[config.mk]
export PLATFORM = sky130hd
export DESIGN_NAME = lim_limiter
export DESIGN_NICKNAME = d
export VERILOG_FILES = /design/src/lim_pkg.sv /design/src/lim_limiter.sv
export SDC_FILE = /design/constraint.sdc
export NUM_CORES = 2
export LEC_CHECK = 0
export BUFFER_PORTS_ARGS = -buffer_cell sky130_fd_sc_hd__buf_2
export CAP_MARGIN = 20
export CORE_UTILIZATION = 47
export DETAILED_ROUTE_END_ITERATION = 10
export PLACE_DENSITY = 0.65
export SLEW_MARGIN = 5
export SYNTH_ARGS = -nofsm -noshare
export SYNTH_HDL_FRONTEND = slang
export SYNTH_SLANG_ARGS = --single-unit
[constraint.sdc]
create_clock -name clk_i -period 22.3 [get_ports clk_i]
set_clock_uncertainty 0.15 [all_clocks]
set_input_delay 3.345 -clock clk_i [delete_from_list [all_inputs] [get_ports clk_i]]
set_output_delay 3.345 -clock clk_i [all_outputs]
set_load 0.02 [all_outputs]
[src/lim_pkg.sv]
// Purpose: Constants and types for the supply tracking output limiter
// Assumes: 50 MHz clk_i, 24-bit signed samples, 8-bit register port
// Notes: Level tables are plain constants so steps can be retuned
`default_nettype none
package lim_pkg;
    localparam logic [7:0] ADDR_VBAT = 8'h06;
    localparam logic [7:0] ADDR_CTL_ONE = 8'h07;
    localparam logic [7:0] ADDR_CTL_TWO = 8'h08;
    localparam logic [7:0] ADDR_KNEE = 8'h09;
    localparam logic [7:0] RST_CTL_ONE = 8'hA4;
    localparam logic [7:0] RST_CTL_TWO = 8'h51;
    localparam logic [7:0] RST_KNEE = 8'h22;
    localparam int MODE_LSB = 0;
    localparam int TRACK_BIT = 2;
    localparam int ATTACK_LSB = 4;
    localparam int RELEASE_LSB = 6;
    localparam int SLOPE_LSB = 0;
    localparam int THR_LSB = 3;
    localparam logic [13:0] KNEE_BASE_MV = 14'd3800;
    // 12400 / 255 scaled by 256
    localparam logic [21:0] KNEE_MUL = 22'd12449;
    localparam logic [13:0] HYST_MV = 14'd200;
    // LSBs per mV for 15 V full-scale mapping
    localparam logic [23:0] MV_TO_LSB = 24'd559;
    localparam int AVG_SHIFT = 6;
    localparam logic [15:0] GAIN_UNITY = 16'h8000;
    localparam logic [13:0] THR_MV_TABLE [32] = '{
        14'd1000, 14'd1452, 14'd1903, 14'd2355, 14'd2806, 14'd3258, 14'd3710, 14'd4161,
        14'd4613, 14'd5065, 14'd5516, 14'd5968, 14'd6419, 14'd6871, 14'd7323, 14'd7774,
        14'd8226, 14'd8677, 14'd9129, 14'd9581, 14'd10032, 14'd10484, 14'd10935, 14'd11387,
        14'd11839, 14'd12290, 14'd12742, 14'd13194, 14'd13645, 14'd14097, 14'd14548, 14'd15000};
    localparam logic [15:0] SLOPE_TABLE [4] = '{16'd1, 16'd2, 16'd3, 16'd4};
    localparam logic [15:0] ATTACK_TABLE [4] = '{16'h0800, 16'h0200, 16'h0080, 16'h0020};
    localparam logic [15:0] RELEASE_TABLE [4] = '{16'h0040, 16'h0010, 16'h0004, 16'h0001};
    typedef enum logic [1:0] {
        MODE_OFF = 2'b00,
        MODE_ALWAYS = 2'b01,
        MODE_MUTE_LOW = 2'b10,
        MODE_LOW_ONLY = 2'b11
    } lim_mode_type;
    typedef enum logic [1:0] {
        SUPPLY_ABOVE = 2'b01,
        SUPPLY_BELOW = 2'b10
    } lim_supply_type;
    typedef struct packed {
        logic valid;
        logic signed [23:0] data;
    } lim_sample_type;
    typedef struct packed {
        logic wr;
        logic rd;
        logic [7:0] addr;
        logic [7:0] wdata;
    } lim_reg_req_type;
endpackage
`default_nettype wire

[src/lim_limiter.sv]
// Purpose: Output limiter with battery supply tracking threshold
// Assumes: Battery code comes from converter logic on clk_i
// Notes: Gain is Q1.15, one update per valid sample
`timescale 1ns/10ps
`default_nettype none
module lim_limiter
    import lim_pkg::*;
(
    input wire logic clk_i,
    input wire logic reset_n_i,
    input wire lim_reg_req_type reg_req_i,
    output logic [7:0] reg_rdata_o,
    output logic reg_rvalid_o,
    input wire logic [7:0] vbat_code_i,
    input wire lim_sample_type sample_i,
    output lim_sample_type sample_o,
    output logic engaged_o
);
    logic [7:0] ctl_one;
    logic [7:0] ctl_two;
    logic [7:0] knee_reg;
    logic [7:0] vbat_code;
    logic [23:0] avg;
    logic [15:0] gain;
    lim_supply_type supply;
    lim_supply_type next_supply;

    // Register fields
    wire lim_mode_type limiter_mode_select = lim_mode_type'(ctl_one[MODE_LSB +: 2]);
    wire track_sel = ctl_one[TRACK_BIT];
    wire [1:0] attack_rate_sel = ctl_one[ATTACK_LSB +: 2];
    wire [1:0] release_rate_sel = ctl_one[RELEASE_LSB +: 2];
    wire [4:0] threshold_level = ctl_two[THR_LSB +: 5];
    wire [1:0] slope_sel = ctl_two[SLOPE_LSB +: 2];
    wire [7:0] supply_knee_level = knee_reg;

    // Register port decode
    wire wr_ctl_one = reg_req_i.wr && (reg_req_i.addr == ADDR_CTL_ONE);
    wire wr_ctl_two = reg_req_i.wr && (reg_req_i.addr == ADDR_CTL_TWO);
    wire wr_knee = reg_req_i.wr && (reg_req_i.addr == ADDR_KNEE);
    logic [7:0] rd_mux;
    always_comb begin
        unique case (reg_req_i.addr)
            ADDR_VBAT: rd_mux = vbat_code;
            ADDR_CTL_ONE: rd_mux = ctl_one;
            ADDR_CTL_TWO: rd_mux = ctl_two;
            ADDR_KNEE: rd_mux = knee_reg;
            default: rd_mux = 8'h00;
        endcase
    end

    always_ff @(posedge clk_i or negedge reset_n_i) begin
        if (!reset_n_i) begin
            ctl_one <= RST_CTL_ONE;
            ctl_two <= RST_CTL_TWO;
            knee_reg <= RST_KNEE;
            reg_rdata_o <= 8'h00;
            reg_rvalid_o <= 1'b0;
        end else begin
            if (wr_ctl_one) begin
                ctl_one <= reg_req_i.wdata;
            end
            if (wr_ctl_two) begin
                ctl_two <= reg_req_i.wdata;
            end
            if (wr_knee) begin
                knee_reg <= reg_req_i.wdata;
            end
            reg_rvalid_o <= reg_req_i.rd;
            if (reg_req_i.rd) begin
                reg_rdata_o <= rd_mux;
            end
        end
    end

    // Battery code capture, register 0x06 is read-only
    always_ff @(posedge clk_i or negedge reset_n_i) begin
        if (!reset_n_i) begin
            vbat_code <= 8'h00;
        end else begin
            vbat_code <= vbat_code_i;
        end
    end

    // Code to millivolts, same scale for knee and battery
    wire [21:0] knee_prod = 22'(supply_knee_level) * KNEE_MUL;
    wire [21:0] vbat_prod = 22'(vbat_code) * KNEE_MUL;
    wire [13:0] knee_mv = KNEE_BASE_MV + knee_prod[21:8];
    wire [13:0] vbat_mv = KNEE_BASE_MV + vbat_prod[21:8];
    // One bit wider so a top knee code cannot wrap the release point
    wire [14:0] release_mv = 15'(knee_mv) + 15'(HYST_MV);
    wire vbat_low = vbat_mv < knee_mv;
    wire vbat_clear = 15'(vbat_mv) > release_mv;

    // Hysteresis keeps the mode from chattering on a noisy supply
    always_comb begin
        next_supply = supply;
        unique case (supply)
            SUPPLY_ABOVE: begin
                if (vbat_low) begin
                    next_supply = SUPPLY_BELOW;
                end
            end
            SUPPLY_BELOW: begin
                if (vbat_clear) begin
                    next_supply = SUPPLY_ABOVE;
                end
            end
            default: next_supply = SUPPLY_ABOVE;
        endcase
    end

    always_ff @(posedge clk_i or negedge reset_n_i) begin
        if (!reset_n_i) begin
            supply <= SUPPLY_ABOVE;
        end else begin
            supply <= next_supply;
        end
    end

    wire below = (supply == SUPPLY_BELOW);

    // Threshold selection
    wire [13:0] set_mv = THR_MV_TABLE[threshold_level];
    wire [13:0] deficit_mv = vbat_low ? (knee_mv - vbat_mv) : 14'd0;
    wire [15:0] red_mv = 16'(deficit_mv) * SLOPE_TABLE[slope_sel];
    wire [13:0] low_mv = (red_mv >= 16'(set_mv)) ? 14'd0 : (set_mv - red_mv[13:0]);
    wire track_mode = (limiter_mode_select == MODE_ALWAYS) || (limiter_mode_select == MODE_LOW_ONLY);
    wire use_low = track_sel && below && track_mode;
    wire [13:0] act_mv = use_low ? low_mv : set_mv;
    // Top threshold 15000 mV maps just under full scale, so a full-scale sample still trips it
    wire [23:0] thr_lsb = 24'(act_mv) * MV_TO_LSB;

    logic limit_on;
    always_comb begin
        unique case (limiter_mode_select)
            MODE_OFF: limit_on = 1'b0;
            MODE_ALWAYS: limit_on = 1'b1;
            MODE_MUTE_LOW: limit_on = 1'b1;
            MODE_LOW_ONLY: limit_on = below;
        endcase
    end
    wire mute = (limiter_mode_select == MODE_MUTE_LOW) && below;

    // Level detection: peak and a mean-abs rms estimate
    wire sign = sample_i.data[23];
    wire [23:0] raw = sample_i.data;
    wire [23:0] mag = sign ? (24'h00_0000 - raw) : raw;
    wire signed [24:0] avg_diff = $signed({1'b0, mag}) - $signed({1'b0, avg});
    wire signed [24:0] avg_step = avg_diff >>> AVG_SHIFT;
    wire [24:0] next_avg_wide = 25'($signed({1'b0, avg}) + avg_step);
    wire [23:0] next_avg = next_avg_wide[23:0];
    // Mean-abs times 1.125 approximates sine rms without a root
    wire [24:0] rms_wide = {1'b0, avg} + {4'h0, avg[23:3]};
    wire [23:0] rms_est = rms_wide[24] ? 24'hFF_FFFF : rms_wide[23:0];
    wire [23:0] level = (mag > rms_est) ? mag : rms_est;
    wire over = limit_on && (level > thr_lsb);

    // Gain ramp, clamped so one step never passes its target
    wire [15:0] atk_step = ATTACK_TABLE[attack_rate_sel];
    wire [15:0] rel_step = RELEASE_TABLE[release_rate_sel];
    wire [16:0] gain_up = {1'b0, gain} + {1'b0, rel_step};
    wire [15:0] gain_dn = (gain > atk_step) ? (gain - atk_step) : 16'h0000;
    wire [15:0] gain_rel = (gain_up >= {1'b0, GAIN_UNITY}) ? GAIN_UNITY : gain_up[15:0];
    logic [15:0] next_gain;
    always_comb begin
        if (!limit_on) begin
            next_gain = GAIN_UNITY;
        end else if (over) begin
            next_gain = gain_dn;
        end else begin
            next_gain = gain_rel;
        end
    end

    always_ff @(posedge clk_i or negedge reset_n_i) begin
        if (!reset_n_i) begin
            avg <= 24'h00_0000;
            gain <= GAIN_UNITY;
        end else if (sample_i.valid) begin
            avg <= next_avg;
            gain <= next_gain;
        end
    end

    // Gain apply, then hard clamp so peaks between updates stay held
    wire signed [40:0] prod = sample_i.data * $signed({1'b0, gain});
    wire signed [23:0] scaled = prod[38:15];
    wire signed [24:0] cap_pos = $signed({1'b0, thr_lsb});
    wire signed [24:0] cap_neg = -cap_pos;
    wire signed [24:0] scaled_ext = 25'(scaled);
    logic signed [23:0] next_out;
    always_comb begin
        if (mute) begin
            next_out = 24'sh00_0000;
        end else if (!limit_on) begin
            next_out = sample_i.data;
        end else if (scaled_ext > cap_pos) begin
            next_out = cap_pos[23:0];
        end else if (scaled_ext < cap_neg) begin
            next_out = cap_neg[23:0];
        end else begin
            next_out = scaled;
        end
    end

    always_ff @(posedge clk_i or negedge reset_n_i) begin
        if (!reset_n_i) begin
            sample_o <= '0;
            engaged_o <= 1'b0;
        end else begin
            sample_o.valid <= sample_i.valid;
            if (sample_i.valid) begin
                sample_o.data <= next_out;
                engaged_o <= over || mute || (next_gain != GAIN_UNITY);
            end
        end
    end
endmodule // lim_limiter
`default_nettype wire

# --- Yosys cells after proc, flatten, opt, wreduce, memory -nomap -nowiden ---
# Memory sizes are Yosys's and may differ from the RTL's.
# Index checks and enable logic that the tools add are counted.
word_totals:
  regBits: 109
  out_inout_bits: 35
  memories: 1
  input_bits: 53
  romBits: 448
memory_table:
  columns: ["name", "words", "word_bits", "read_ports", "rd_ports_with_merged_regs", "wr", "line", "source"]
  rows:
  - ["(no name shown)", 32, 14, 1, 0, 0, "lim_limiter.sv:124", "wire [13:0] set_mv = THR_MV_TABLE[threshold_level];"]
classes:
  magnitude_cmp: 13
  n_reduce_logical: 13
  add_sub_neg: 12
  mul: 5
  n_mux: 30
  n_bitwise: 4
  eq_ne: 12
ops:
  columns: ["operator", "count"]
  rows:
  - ["$mux 24", 7]
  - ["$mux 16", 10]
  - ["$bmux 16 s2", 3]
  - ["$mux 14", 5]
  - ["$gt 24x24->1", 2]
  - ["$mul 8x14->22 const B", 2]
  - ["$mul 24x17->39", 1]
  - ["$pmux 8 s4", 1]
  - ["$add 12x14->14 const A", 2]
  - ["$sub 14x14->14", 2]
  - ["$add 24x21->25", 1]
  - ["$gt 24x25->1", 1]
  - ["$lt 24x25->1", 1]
  - ["$neg 24->25", 1]
  - ["$sub 24x24->25", 1]
  - ["$add 24x19->24", 1]
  - ["$mul 14x10->24 const B", 1]
  - ["$sub 1x24->24 const A", 1]
  - ["$add 16x16->17", 1]
  - ["$ge 17x16->1 const B", 1]
  - ["$eq 8x3->1 const B", 2]
  - ["$eq 8x4->1 const B", 2]
  - ["$ge 16x14->1", 1]
  - ["$gt 16x16->1", 1]
  - ["21 further kinds", 38]

# --- Longest topological paths before layout ---
depth:
  ltp_word: 15
  depth_mapped: 89

# --- Least setup slack after synthesis ---
# OpenSTA, ideal clock, no wires.
synth_path:
  path_type: "reg2reg"
  startpoint: "register knee_reg[7]"
  endpoint: "register sample_o[14] (netlist bit)"
  arrival_ps: 18410
  setup_slack_ps: 3614
  path_buffers: 3
  synth_period_minus_slack_ps: 18686
  path_stages_with_launch: 78
  setup_ps: 126
  path_cell_list: "dfrtp_1 > ha_1 > ha_1 > ha_1 > and4_1 > fa_1 > a21oi_1 > o21bai_2 > a31oi_1 > xnor2_2 > ha_1 > nand2b_1 > a311o_1 > xnor2_1 > ha_1 > and2_1 > a221oi_1 > a221o_1 > (+42 left out) > o21bai_1 > a21oi_1 > xor2_1 > nand4_1 > nor3_1 > nand3_1 > xnor2_1 > ha_1 > a21o_1 > nand2_1 > a31oi_1 > or3_1 > o21ai_1 > clkbuf_1 > nand2_1 > o211ai_1 > o21ai_0 > a221o_1"
synth_via:
  elab_chain_cells: 15
  elab_cells_between_ends: 18
synth_rtl:
  columns: ["element", "line", "source"]
  rows:
  - ["from (decl)", "lim_limiter.sv:21", "logic [7:0] knee_reg;"]
  - ["from (signal assigned)", "lim_limiter.sv:67", "knee_reg <= reg_req_i.wdata;"]
  - ["$mul 8x14->22 *", "lim_limiter.sv:86", "wire [21:0] knee_prod = 22'(supply_knee_level) * KNEE_MUL;"]
  - ["$add 12x14->14 *", "lim_limiter.sv:88", "wire [13:0] knee_mv = KNEE_BASE_MV + knee_prod[21:8];"]
  - ["$sub 14x14->14 / $lt 14x14->1 (equally long branches)", "lim_limiter.sv:125, lim_limiter.sv:92", null]
  - ["$mux 14 *", "lim_limiter.sv:125", "wire [13:0] deficit_mv = vbat_low ? (knee_mv - vbat_mv) : 14'd0;"]
  - ["$mul 14x16->16 *", "lim_limiter.sv:126", "wire [15:0] red_mv = 16'(deficit_mv) * SLOPE_TABLE[slope_sel];"]
  - ["$sub 14x14->14 / $ge 16x14->1 (equally long branches)", "lim_limiter.sv:127", "wire [13:0] low_mv = (red_mv >= 16'(set_mv)) ? 14'd0 : (set_mv - red_mv[13:0]);"]
  - ["$mux 14 *", "lim_limiter.sv:127", null]
  - ["$mux 14 *", "lim_limiter.sv:130", "wire [13:0] act_mv = use_low ? low_mv : set_mv;"]
  - ["$mul 14x10->24 *", "lim_limiter.sv:132", "wire [23:0] thr_lsb = 24'(act_mv) * MV_TO_LSB;"]
  - ["$neg 24->25", "lim_limiter.sv:190", "wire signed [24:0] cap_neg = -cap_pos;"]
  - ["$lt 24x25->1", "lim_limiter.sv:200", "end else if (scaled_ext < cap_neg) begin"]
  - ["$mux 24", "lim_limiter.sv:200", null]
  - ["$mux 24 *", "lim_limiter.sv:198", "end else if (scaled_ext > cap_pos) begin"]
  - ["$mux 24 *", "lim_limiter.sv:196", "end else if (!limit_on) begin"]
  - ["$mux 24 *", "lim_limiter.sv:194", "if (mute) begin"]
  - ["to (decl)", "lim_limiter.sv:16", "output lim_sample_type sample_o,"]
# Mark *: on every way between the ends. The rest lies on a longest branch, timed or not.
# A chain may end at the register's enable or synchronous reset.

# --- Worst setup path after layout ---
layout_path:
  startpoint: "register knee_reg[7]"
  endpoint: "register sample_o[18] (netlist bit)"
# The elaborated chain is that of the path after synthesis.

==> reports/metrics.yaml <==
run_status:
  outcome: "complete, no violations"
cells_and_area:
  final_nets: 5225
  instances_no_fill: 5146
  drive_gt1_frac: 0.0599
  layout_common_cells: "inv_1, ha_1, fa_1"
  area_delta_synth_final_pct: 4.91
  top_regs: "sample_o: 25 flops, avg: 24 flops, gain: 16 flops"
  largest_register_ffs: 25
  fill_cells: 7239
  num_antenna_cells: 0
  design_area_mm2: 0.0371
  regMostFlops: "sample_o"
  fin_util: 0.498
  layout_commonest_cell: "inv_1"
grt:
  grt_pass1_vias: 29300
  grt_remaining_overflow: 0
  grt_pass1_wl_um: 156000
  grt_max_degree: 61
  grt_usage: 0.253
  antenna_found_initial: 1
flow_run:
  cap_violations: 0
cts:
  cts_tree: "yes"
  cts_setup_buffers: 0
  clock-root-buffer: "clkbuf_16"
  numCtsBuffers: 9
  cts_hold_buf: 0
  path_clk_slew_ns: 0.09
  clock-sinks: 109
  clkLatencyLatePin_ns: 0.41
  htree_levels: 3
  cts_buffer_depth: 2
critical_path:
  worstRegToRegCells: 76
  worstSetupEndpoint: "sample_o[18]"
  path_class: "flop to flop"
  startpoint: "knee_reg[7]"
  arrival_ns: 20.86
  r2r_slack_ns: 1.59
  startpoint_type: "flop"
  end_kind: "flop"
  r2r_start: "knee_reg[7]"
  path_max_fanout: 21
  critPathMostFrequentCell: "ha_1"
  r2r-end: "sample_o[18]"
  critPathMaxStageDelay_ns: 0.70
  required_ns: 22.44
  cpMaxStageDelayCell: "o31ai_4"
min_path:
  hold_class: "flop to flop"
  hold_path_depth: 1
sta:
  tightest_slew_ns: 1.12
  tns_ns: 0
  layout_min_cycle_time_ns: 20.71
  slew_headroom: 0.252
  min_period_over_period: 0.929
  finalHoldViolCount: 0
  fmax_mhz: 48.3
  slew_viol_final: 0
  setup_viol: 0
  rsz0062_at_grt: "false"
yosys:
  syn_avg_cell_area_um2: 8.44
  yosys.cell_types.count: 106
  ys_ff_latch: 109
  synth-simple-area-share: 0.165
  yosysSeqAreaShare: 0.0775
  synth.area.mux_share: 0.0181
  async_flop_share: 1.00
  synth-edff-count: 0
  synth.area.top_cells: "fa_1, ha_1, inv_1"
  synth_top_family_by_area: "adder cells"
  synth_flop_cell: "dfrtp_1"
  synth_xor_area_frac: 0.0590
  synthCells: 4186
  synth_compound_area_frac: 0.146
  synth_area_mm2: 0.0353
  synth_top_area_cell: "fa_1"
  synth_top_area_share: 0.242
  syn_nets: 5239
  synth_warnings: 0
  synthAdderAreaFrac: 0.445
detailed_routing:
  ant_nets: 0
  via_per_inst: 5.62
  drt-total-wl_um: 94200
  wl_per_cell_um: 18.3
  drc: 0
  firstDrtPassIters: 6
  drt-initial-drc-count: 2201
  dr_total_vias: 28900
power:
  finalPower_uw: 5670
  p_leak_uw: 0.0186
  power.density_mw_per_mm2: 153
  ir_drop_v: 0.000165
placement:
  dp_hpwl_um: 76600
  place_inst: 5128
  numPortBuffers: 87
  place_congestion: 0.956
  placed_area_mm2: 0.0367
floorplanning:
  die_h_um: 276
  dieWidth_um: 276
  die-area_mm2: 0.0763
  start_util: 0.475
  placementRows: 100
  core_mm2: 0.0744
  io_pins: 88
## stage by stage
stage / hold WS [ns] / setup WS, ns
after global routing: 0.353 / 0.0302
after floorplan: 0.329 / 3.61
after global placement: 0.319 / 1.59
after detailed placement: 0.330 / 1.16
after CTS: 0.349 / 1.10
final: 0.346 / 1.59
## cells by family (layout without fill, tap and decap cells)
group,count (synthesis),after routing
AOI/OAI and AO/OA,751,751
DFF,109,109
adders and majority gates,1002,1002
buffers and inverters,836,827
xor gates and xnor gates,233,233
muxes,60,60
and+or+nand+nor,1195,1195
## synthesized netlist by cell type, drive strengths merged (16+ instances only)
cell    number
nand2b      51
xnor2      148
nand4       30
o21a        46
mux2        32
fa         427
nor2b       49
nor2       216
and3        33
nand2      423
a21boi      16
o31ai       19
mux2i       28
or2         25
a31oi       22
a21o        72
and2       170
a21oi      163
buf         17
xor2        84
nor3        61
ha         573
dfrtp       99
clkbuf     132
nand3       66
inv        686
a211oi      24
o211ai      20
or3         29
a22o        23
o21ai      169
o21bai      16
## layer usage
| layer | up-vias | track usage | part of all wire |
|---|---|---|---|
| li1 | 13900 | - | - |
| met1 | 14200 | 0.342 | 0.45 |
| met2 | 730 | 0.431 | 0.47 |
| met3 | 129 | 0.0280 | 0.053 |
| met4 | 0 | 0.0668 | 0.024 |
| met5 | - | 0 | 0 |
## worst max-delay path, delay by kind of cell (launching register included)
kind	cells	cell delay (ns)
XOR/XNOR	3	0.88
flip-flops	1	0.48
adder cells (fa/ha/maj)	22	7.70
buffers and inverters	8	1.32
AO/OA/AOI/OAI	30	7.58
AND/OR/NAND/NOR	13	2.47
## how the worst min path moves through the flow
stage / startpoint / endpoint
finish: sample_o[6] / sample_o[6]
global route: sample_o[6] / sample_o[6]
CTS: sample_o[6] / sample_o[6]
detailed placement: sample_o[6] / sample_o[6]
global placement: sample_o[6] / sample_o[6]
floorplan: ctl_two[2] / ctl_two[2]
## power breakdown
part	internal, uW	total, uW	switching, uW	leakage [uW]
clock	93.4	189	95.7	0.000159
combinational	2140	5190	3050	0.0171
sequential	235	287	52.0	0.00137
## cell type report
class                   instances  area (um^2)  area share
clock buffers                  10          239     0.00645
repair buffers                124          733      0.0198
flip-flops and latches        109         2740      0.0739
multi-input cells            3241        29500       0.795
well taps                     969         1210      0.0327
inverters                     687         2580      0.0696
clock inverters                 6         83.8     0.00226
## what timing repair did
item | in CTS | in global routing
endpoints found under the hold margin | 0 | 0
endpoints found under the setup margin | 0 | 24
gates resized for setup | 0 | 3
(Power assumes the default switching activity.)
